==> config.mk <==
export PLATFORM = sky130hd
export DESIGN_NAME = smc_top
export DESIGN_NICKNAME = d
export VERILOG_FILES = /design/src/smc_pkg.sv /design/src/smc_top.sv
export SDC_FILE = /design/constraint.sdc
export NUM_CORES = 1
export LEC_CHECK = 0
export ABC_AREA = 1
export BUFFER_PORTS_ARGS = -buffer_cell sky130_fd_sc_hd__buf_2
export CAP_MARGIN = 20
export CORE_ASPECT_RATIO = 0.9
export CORE_MARGIN = 8
export CORE_UTILIZATION = 23
export CTS_CLUSTER_SIZE = 16
export DETAILED_ROUTE_END_ITERATION = 10
export HOLD_SLACK_MARGIN = 0.03
export PLACE_DENSITY = 0.38
export SKIP_LAST_GASP = 1
export SLEW_MARGIN = 10
export SYNTH_ARGS = -nofsm -noshare
export SYNTH_HDL_FRONTEND = slang
export SYNTH_SLANG_ARGS = --single-unit
==> constraint.sdc <==
create_clock -name core_clk -period 1.85 [get_ports core_clk]
set_input_delay 0.185 -clock core_clk [delete_from_list [all_inputs] [get_ports core_clk]]
set_output_delay 0.185 -clock core_clk [all_outputs]
set_load 0.02 [all_outputs]
==> src/smc_pkg.sv <==
// Package for the system misc control block: register map and field layout
// Assumes a single 25 MHz core clock and a plain strobe register port
package smc_pkg;
    // Register offsets (word addresses on the plain port)
    localparam logic [3:0] ADDR_TIME_SM       = 4'h0;
    localparam logic [3:0] ADDR_TIME_HD       = 4'h1;
    localparam logic [3:0] ADDR_SPS_CTL       = 4'h2;
    localparam logic [3:0] ADDR_CHIP_CTL      = 4'h3;
    localparam logic [3:0] ADDR_HW_CFG0       = 4'h4;
    localparam logic [3:0] ADDR_HW_CFG2       = 4'h5;
    localparam logic [3:0] ADDR_INT_MASK      = 4'h6;
    localparam logic [3:0] ADDR_STATUS        = 4'h7;
    localparam logic [3:0] ADDR_MODE          = 4'h8;
    // Time field widths and limits
    localparam int         SEC_W              = 6;
    localparam int         MIN_W              = 6;
    localparam int         HR_W               = 5;
    localparam int         DAY_W              = 11;
    localparam logic [5:0] SEC_MAX            = 6'h3B;
    localparam logic [5:0] MIN_MAX            = 6'h3B;
    localparam logic [4:0] HR_MAX             = 5'h17;
    // One second at 25 MHz, counted on the main clock gated by the aux-oscillator tick
    localparam int         CORE_HZ            = 25_000_000;
    localparam int         TICK_HZ            = 1;
    localparam int         SEC_CYCLES         = CORE_HZ / TICK_HZ;
    // Special output control field positions
    localparam int         SPS_VAL0_BIT       = 0;
    localparam int         SPS_VAL1_BIT       = 1;
    localparam int         SPS_MODE_LSB       = 2;
    localparam int         SPS_POS_LSB        = 5;
    // Output mode codes
    localparam logic [2:0] SPS_MODE_GPO       = 3'h0;
    localparam logic [2:0] SPS_MODE_SPKR      = 3'h1;
    localparam logic [2:0] SPS_MODE_EXTADDR   = 3'h2;
    localparam logic [2:0] SPS_MODE_STATUS    = 3'h3;
    // Config bit positions
    localparam int         CFG0_OSC_BIT       = 0;
    localparam int         CFG0_RTC_EN_BIT    = 1;
    localparam int         CFG2_PPM_BIT       = 0;
    localparam int         CFG2_AUDIO_GRADE_DRAM_BIT      = 1;
    localparam int         CFG2_APP_BIT       = 2;
    // Status layout
    localparam int         STAT_W             = 16;
    localparam int         STAT_RDY_BIT       = 15;
    localparam int         STAT_ABT_BIT       = 0;
    localparam logic [15:0] ZERO16            = 16'h0000;
    // Device modes
    typedef enum logic [1:0] {SMC_RESET, SMC_ACTIVE, SMC_PDOWN} smc_mode_t;
endpackage

==> src/smc_top.sv <==
// System misc control: elapsed-time clock, special output mux, mode sequencing, interrupt
// Assumes aux_osc_run and status come from logic or pins outside this clock domain
//
// Overview of operation
// - Seconds, minutes, hours, days elapsed-time counters
// - Count only with aux oscillator and enable
// - Mode field selects special output function
// - Status mode shows bits pos and pos+1
// - Ready bit never reaches special outputs
// - Reset mode clears config, halts activity
// - Address lines weak low until used
// - Config registers accessible during reset mode
// - First register access enters active mode
// - Power-down bit enters power-down mode
// - Power-down stops oscillator, releases control lines
// - Refresh may continue with aux oscillator
// - Any access in power-down returns active
// - Status bit changes raise an interrupt
// - Mask per bit, abort never masked
`timescale 1ns/1ps
module smc_top
    import smc_pkg::*;
(
    input  wire logic        core_clk,
    input  wire logic        nrst,
    input  wire logic [3:0]  addr,
    input  wire logic [15:0] wdata,
    input  wire logic        wr,
    input  wire logic        rd,
    output logic      [15:0] rdata,
    input  wire logic        aux_osc_run,
    input  wire logic [15:0] status_in,
    input  wire logic        spkr_status,
    input  wire logic [1:0]  prompt_ext_addr,
    input  wire logic        mem_addr_used,
    output logic             special_output_first,
    output logic             special_output_second,
    output logic             irq,
    output logic             main_osc_en,
    output logic             core_run,
    output logic             mem_active,
    output logic             mem_ctl_release,
    output logic             memory_address_lines_weak_low,
    output logic [1:0]       dev_mode
);

    // Synchronisers for inputs from outside the domain
    logic        osc_s1;
    logic        osc_s2;
    logic [15:0] stat_s1;
    logic [15:0] stat_s2;
    logic        spk_s1;
    logic        spk_s2;
    logic [1:0]  ext_s1;
    logic [1:0]  ext_s2;
    logic        mau_s1;
    logic        mau_s2;

    // Register state
    smc_mode_t   mode;
    smc_mode_t   next_mode;
    logic [5:0]  sec;
    logic [5:0]  next_sec;
    logic [5:0]  mins;
    logic [5:0]  next_mins;
    logic [4:0]  hrs;
    logic [4:0]  next_hrs;
    logic [10:0] days;
    logic [10:0] next_days;
    logic [24:0] tick;
    logic [24:0] next_tick;
    logic [8:0]  sps_ctl;
    logic [8:0]  next_sps_ctl;
    logic        pd_bit;
    logic        next_pd_bit;
    logic [1:0]  hw_cfg0;
    logic [1:0]  next_hw_cfg0;
    logic [2:0]  hw_cfg2;
    logic [2:0]  next_hw_cfg2;
    logic [15:0] int_mask;
    logic [15:0] next_int_mask;
    logic [15:0] stat_old;
    logic [15:0] next_rdata;
    logic        next_sp0;
    logic        next_sp1;
    logic        next_irq;
    logic        any_access;
    logic [15:0] changed;

    // Status bit picker that hides the ready bit
    function automatic logic pick_status(input logic [15:0] s, input logic [4:0] idx);
        logic r;
        r = 1'b0;
        if (idx < 5'(STAT_W) && idx != 5'(STAT_RDY_BIT)) begin
            r = s[idx[3:0]];
        end
        return r;
    endfunction

    // Two-flop synchronisers; first stage only feeds the second
    always_ff @(posedge core_clk) begin
        osc_s1  <= aux_osc_run;
        osc_s2  <= osc_s1;
        stat_s1 <= status_in;
        stat_s2 <= stat_s1;
        spk_s1  <= spkr_status;
        spk_s2  <= spk_s1;
        ext_s1  <= prompt_ext_addr;
        ext_s2  <= ext_s1;
        mau_s1  <= mem_addr_used;
        mau_s2  <= mau_s1;
    end

    assign any_access = wr | rd;
    assign changed    = stat_s2 ^ stat_old;

    // Next-state logic for mode, registers, time clock and outputs
    always_comb begin
        next_mode     = mode;
        next_sec      = sec;
        next_mins     = mins;
        next_hrs      = hrs;
        next_days     = days;
        next_tick     = tick;
        next_sps_ctl  = sps_ctl;
        next_pd_bit   = pd_bit;
        next_hw_cfg0  = hw_cfg0;
        next_hw_cfg2  = hw_cfg2;
        next_int_mask = int_mask;
        next_rdata    = ZERO16;
        next_sp0      = 1'b0;
        next_sp1      = 1'b0;
        next_irq      = 1'b0;

        // Mode sequencing
        case (mode)
            SMC_RESET: begin
                if (any_access) begin
                    next_mode = SMC_ACTIVE;
                end
            end
            SMC_ACTIVE: begin
                if (pd_bit) begin
                    next_mode = SMC_PDOWN;
                end
            end
            SMC_PDOWN: begin
                if (any_access) begin
                    next_mode   = SMC_ACTIVE;
                    next_pd_bit = 1'b0;
                end
            end
            default: next_mode = SMC_RESET;
        endcase

        // Time clock; the host keeps values in range, so wraps only compare equality
        if (osc_s2 && hw_cfg0[CFG0_OSC_BIT] && hw_cfg0[CFG0_RTC_EN_BIT]) begin
            if (tick == 25'(SEC_CYCLES - 1)) begin
                next_tick = '0;
                if (sec == SEC_MAX) begin
                    next_sec = '0;
                    if (mins == MIN_MAX) begin
                        next_mins = '0;
                        if (hrs == HR_MAX) begin
                            next_hrs  = '0;
                            next_days = days + 11'd1;
                        end else begin
                            next_hrs = hrs + 5'd1;
                        end
                    end else begin
                        next_mins = mins + 6'd1;
                    end
                end else begin
                    next_sec = sec + 6'd1;
                end
            end else begin
                next_tick = tick + 25'd1;
            end
        end

        // Register writes; all but the power-down bit of ADDR_CHIP_CTL stay open in reset mode
        if (wr) begin
            if (addr == ADDR_TIME_SM) begin
                next_sec  = wdata[5:0];
                next_mins = wdata[11:6];
                next_tick = '0;
            end else if (addr == ADDR_TIME_HD) begin
                next_hrs  = wdata[4:0];
                next_days = wdata[15:5];
                next_tick = '0;
            end else if (addr == ADDR_SPS_CTL) begin
                next_sps_ctl = wdata[8:0];
            end else if (addr == ADDR_CHIP_CTL) begin
                next_pd_bit = wdata[0] && (mode != SMC_RESET);
            end else if (addr == ADDR_HW_CFG0) begin
                next_hw_cfg0 = wdata[1:0];
            end else if (addr == ADDR_HW_CFG2) begin
                next_hw_cfg2 = wdata[2:0];
            end else if (addr == ADDR_INT_MASK) begin
                next_int_mask = wdata;
            end
        end

        // Register reads; unmapped addresses read zero
        if (rd) begin
            if (addr == ADDR_TIME_SM) begin
                next_rdata = {4'h0, mins, sec};
            end else if (addr == ADDR_TIME_HD) begin
                next_rdata = {days, hrs};
            end else if (addr == ADDR_SPS_CTL) begin
                next_rdata = {7'h00, sps_ctl};
            end else if (addr == ADDR_CHIP_CTL) begin
                next_rdata = {15'h0000, pd_bit};
            end else if (addr == ADDR_HW_CFG0) begin
                next_rdata = {14'h0000, hw_cfg0};
            end else if (addr == ADDR_HW_CFG2) begin
                next_rdata = {13'h0000, hw_cfg2};
            end else if (addr == ADDR_INT_MASK) begin
                next_rdata = int_mask;
            end else if (addr == ADDR_STATUS) begin
                next_rdata = stat_s2;
            end else if (addr == ADDR_MODE) begin
                next_rdata = {14'h0000, mode};
            end
        end

        // Special output mux
        case (sps_ctl[SPS_MODE_LSB +: 3])
            SPS_MODE_GPO: begin
                next_sp0 = sps_ctl[SPS_VAL0_BIT];
                next_sp1 = sps_ctl[SPS_VAL1_BIT];
            end
            SPS_MODE_SPKR: begin
                next_sp0 = spk_s2;
                next_sp1 = 1'b0;
            end
            SPS_MODE_EXTADDR: begin
                next_sp0 = ext_s2[0];
                next_sp1 = ext_s2[1];
            end
            SPS_MODE_STATUS: begin
                next_sp0 = pick_status(stat_s2, {1'b0, sps_ctl[SPS_POS_LSB +: 4]});
                next_sp1 = pick_status(stat_s2, {1'b0, sps_ctl[SPS_POS_LSB +: 4]} + 5'd1);
            end
            default: begin
                next_sp0 = 1'b0;
                next_sp1 = 1'b0;
            end
        endcase

        // Interrupt on any status change of an enabled bit; abort always enabled
        next_irq = |(changed & (int_mask | (16'h0001 << STAT_ABT_BIT)));
    end

    // Registered state; reset mode clears configuration
    always_ff @(posedge core_clk) begin
        if (!nrst) begin
            mode                  <= SMC_RESET;
            sec                   <= '0;
            mins                  <= '0;
            hrs                   <= '0;
            days                  <= '0;
            tick                  <= '0;
            sps_ctl               <= '0;
            pd_bit                <= 1'b0;
            hw_cfg0               <= '0;
            hw_cfg2               <= '0;
            int_mask              <= '0;
            stat_old              <= stat_s2; // Track live status so no false edge follows reset
            rdata                 <= '0;
            special_output_first  <= 1'b0;
            special_output_second <= 1'b0;
            irq                   <= 1'b0;
            main_osc_en           <= 1'b0;
            core_run              <= 1'b0;
            mem_active            <= 1'b0;
            mem_ctl_release       <= 1'b0;
            memory_address_lines_weak_low <= 1'b1;
            dev_mode              <= 2'h0;
        end else begin
            mode                  <= next_mode;
            sec                   <= next_sec;
            mins                  <= next_mins;
            hrs                   <= next_hrs;
            days                  <= next_days;
            tick                  <= next_tick;
            sps_ctl               <= next_sps_ctl;
            pd_bit                <= next_pd_bit;
            hw_cfg0               <= next_hw_cfg0;
            hw_cfg2               <= next_hw_cfg2;
            int_mask              <= next_int_mask;
            stat_old              <= stat_s2;
            rdata                 <= next_rdata;
            special_output_first  <= next_sp0;
            special_output_second <= next_sp1;
            irq                   <= next_irq;
            main_osc_en           <= (next_mode == SMC_ACTIVE);
            core_run              <= (next_mode == SMC_ACTIVE);
            // Memory activity in active mode, or refresh in power-down on aux osc
            mem_active            <= (next_mode == SMC_ACTIVE) ||
                                     ((next_mode == SMC_PDOWN) && osc_s2 && hw_cfg0[CFG0_OSC_BIT] &&
                                      (hw_cfg2[CFG2_AUDIO_GRADE_DRAM_BIT] || hw_cfg2[CFG2_APP_BIT]));
            mem_ctl_release       <= (next_mode == SMC_PDOWN) && hw_cfg2[CFG2_PPM_BIT];
            memory_address_lines_weak_low <= !((next_mode == SMC_ACTIVE) && (mau_s2 || hw_cfg2[CFG2_APP_BIT]));
            dev_mode              <= next_mode;
        end
    end

endmodule

==> out/metrics.cfg <==
[placement]
routabilityCongestion=0.8482
hpwl_um=18480
placed_cells=1449
port_buffers=70

[critical_path]
rrSetupSlack_ps=50
start_kind=flop
critPathRequiredTime_ps=2190
critPathArrivalTime_ps=2130
timing.critical_path.fanout_max=5
crit_path_end_kind=flop
worstSetupPathType=reg -> reg

[floorplan]
die_x_um=203.7
ios=71
die_h_um=185.0
rows=62
initial_core_util_pct=23.11
core_area_mm2=0.03157
dieArea_mm2=0.03768

[global_route]
grt_pass1_vias=6561
grt_antenna_before_repair=1
grt_pass1_wl_um=37650
grt_util_all_layers_pct=12.88
grt-ovfl-total=0
grt_start_max_net_pins=36

[cts]
clk_path_buf_depth=2
clock_latency_ps=440
htreeDepth=4
clk_pin_slew_worst_paths_ps=80
cts_tree=done
cts_buffers=17
clock_sinks=167
cts_root_buffer=clkbuf_16

[power]
net-switching-power_mw=2.281
power.density_mw_per_mm2=855.6
p_int_mw=5.786
switching_share_pct=28.28
power_frac_seq_pct=46.7
p_clk_share_pct=47.1
combPwrFrac_pct=6.2
irDropWorstVdd_mv=0.5905
leakage_nw=3.890

[finish]
n_antenna_cell=0
layout-drive-gt1-share_pct=20.84
nets=1133
area.growth.synth_to_final_pct=29.22
instances_no_fill=1510
utilization_pct=29.86

[run]
maxCapViolCount=0

[synthesis]
synth_warnings=0
synth-main-ff-cell=dfxtp_1
syn_area_mm2=0.007296
synth_common_cells=dfxtp_1 (167), nand2_1 (139), inv_1 (129)
syn_avg_cell_area_um2=7.737
syn-num-nets=995
ys_ff_latch=167
synthCells=943
synth_area_leaders=dfxtp_1 (46%), nand2_1 (7.2%), inv_1 (6.6%)
synth-seq-area-share_pct=45.82
yosys.cell_count.top_type=dfxtp_1
yosys.area.top_type=dfxtp_1
synth_cell_types=54
synth-edff-count=0
synth-async-reset-ratio_pct=0
synth_top_area_share_pct=45.82

[routing]
via_count=6618
dr.first_iter.drc_count=414
routed_wl_um=23950
via_per_inst=4.383
drt_first_pass_iters=5
post_drt_wl_per_cell_um=15.86
antenna_left=0
drc=0

[sta]
setup_viol=0
skew_ps=13.97
hold_violations=0
min_period_over_period_pct=97.09
whs_ps=62.56
tightest_slew_ps=517.5
maxSlewHeadroom_pct=65.42
rsz0062_at_grt=true
fin_crit_ps=1796
fmax_ghz=0.5568
drv_slew=0

[status]
outcome=finished, final reports clean

[min_path]
hp-class=in -> reg

critical path, cell delays in order, from the launching register on:
cell,delay (ps)
dfxtp_2,360
ha_4,160
nand3_4,90
nor2_4,110
nand3_4,100
nor2_8,190
nand4_4,190
nor2_4,210
nand2_1,70
nand2_1,50
nand3_1,60
nand3_1,80
inv_1,40
power by group through the flow:
stage	clock, mW	combinational, mW	sequential, mW
global route	4.12	0.558	3.78
detailed placement	0	0.464	3.85
global placement	0	0.466	3.85
floorplan	0	0.232	3.85
CTS	3.96	0.503	3.77
finish	3.80	0.501	3.77
through the flow:
| stage | setup WS, ps | setup TNS (ps) | cell area, um^2 | total power [mW] |
|---|---|---|---|---|
| 3_3_place_gp | 33.84 | 0 | 8409 | 4.319 |
| 5_1_grt | -128.9 | -763.1 | 9428 | 8.460 |
| 6_report | 53.88 | 0 | 9428 | 8.067 |
| 3_5_place_dp | 10.87 | 0 | 8409 | 4.317 |
| 2_1_floorplan | 135.3 | 0 | 7296 | 4.082 |
| 4_1_cts | 13.91 | 0 | 9279 | 8.233 |
kinds of logic after synthesis:
| group | count (synthesis) | synth area share (%) |
|---|---|---|
| AO/OA/AOI/OAI | 253 | 19.60 |
| XOR/XNOR | 13 | 1.561 |
| adder cells (fa/ha/maj) | 7 | 1.200 |
| buffers and inverters | 173 | 9.038 |
| flip-flops | 167 | 45.82 |
| multiplexers | 1 | 0.1372 |
| AND/OR/NAND/NOR | 329 | 22.64 |
cells in the final DEF, fill, tap and decap left out, types with 9 or more instances in the layout:
| master | n |
|---|---|
| dfxtp_1 | 160 |
| nand2_1 | 138 |
| inv_1 | 128 |
| a21oi_1 | 91 |
| o21ai_0 | 83 |
| nand3_1 | 70 |
| buf_2 | 70 |
| buf_4 | 51 |
| nor2_1 | 41 |
| dlygate4sd3_1 | 23 |
| clkbuf_16 | 17 |
| o211ai_1 | 15 |
| inv_2 | 14 |
| o21ai_1 | 14 |
| nor3_1 | 14 |
| nor2_4 | 12 |
| nand4_1 | 11 |
| a31oi_1 | 10 |
| nor2_2 | 9 |
| o22ai_1 | 9 |
final timing paths:
path / end / cells past startpoint / from
worst min register to register: stat_s2[2] / 0 / stat_s1[2]
worst max register to register: days[9] / 12 / tick[1]
worst min-delay path: int_mask[14] / 3 / wdata[14]
worst max-delay path: days[9] / 12 / tick[1]
registers in the layout (all words and copies together) (netlist names), 2 cells and up:
name and flops:
tick 25, int_mask 16, rdata 16, stat_old 16
stat_s1 16, stat_s2 16, days 11, sps_ctl 9
mins 6, sec 6, hrs 5, hw_cfg2 3
ext_s1 2, ext_s2 2, hw_cfg0 2, mode 2
repair_timing:
| action | in CTS | in global routing |
|---|---|---|
| hold endpoints to repair | 23 | 0 |
| hold buffers | 23 | 0 |
| gates resized for setup | 0 | 30 |
| setup buffers | 0 | 6 |
| setup endpoints to repair | 0 | 41 |
layout make-up:
type / count / area (um^2)
timing repair buffer: 146 / 994.7
multi-input combinational: 603 / 3368
sequential: 167 / 3352
tap: 416 / 520.5
inverter: 146 / 553.0
fill: 3395 / 22150
clock inverter: 15 / 214.0
clock buffer: 17 / 425.4
metal layers:
layer  part of all wire (%)  vias up  GRT usage, %
met5                  0.050        -             0
met4                    1.1        2         3.536
met3                    3.4       20         2.465
met2                     44      115         19.98
met1                     51     3041         17.95
li1                       -     3440             -
(Power assumes the default switching activity.)
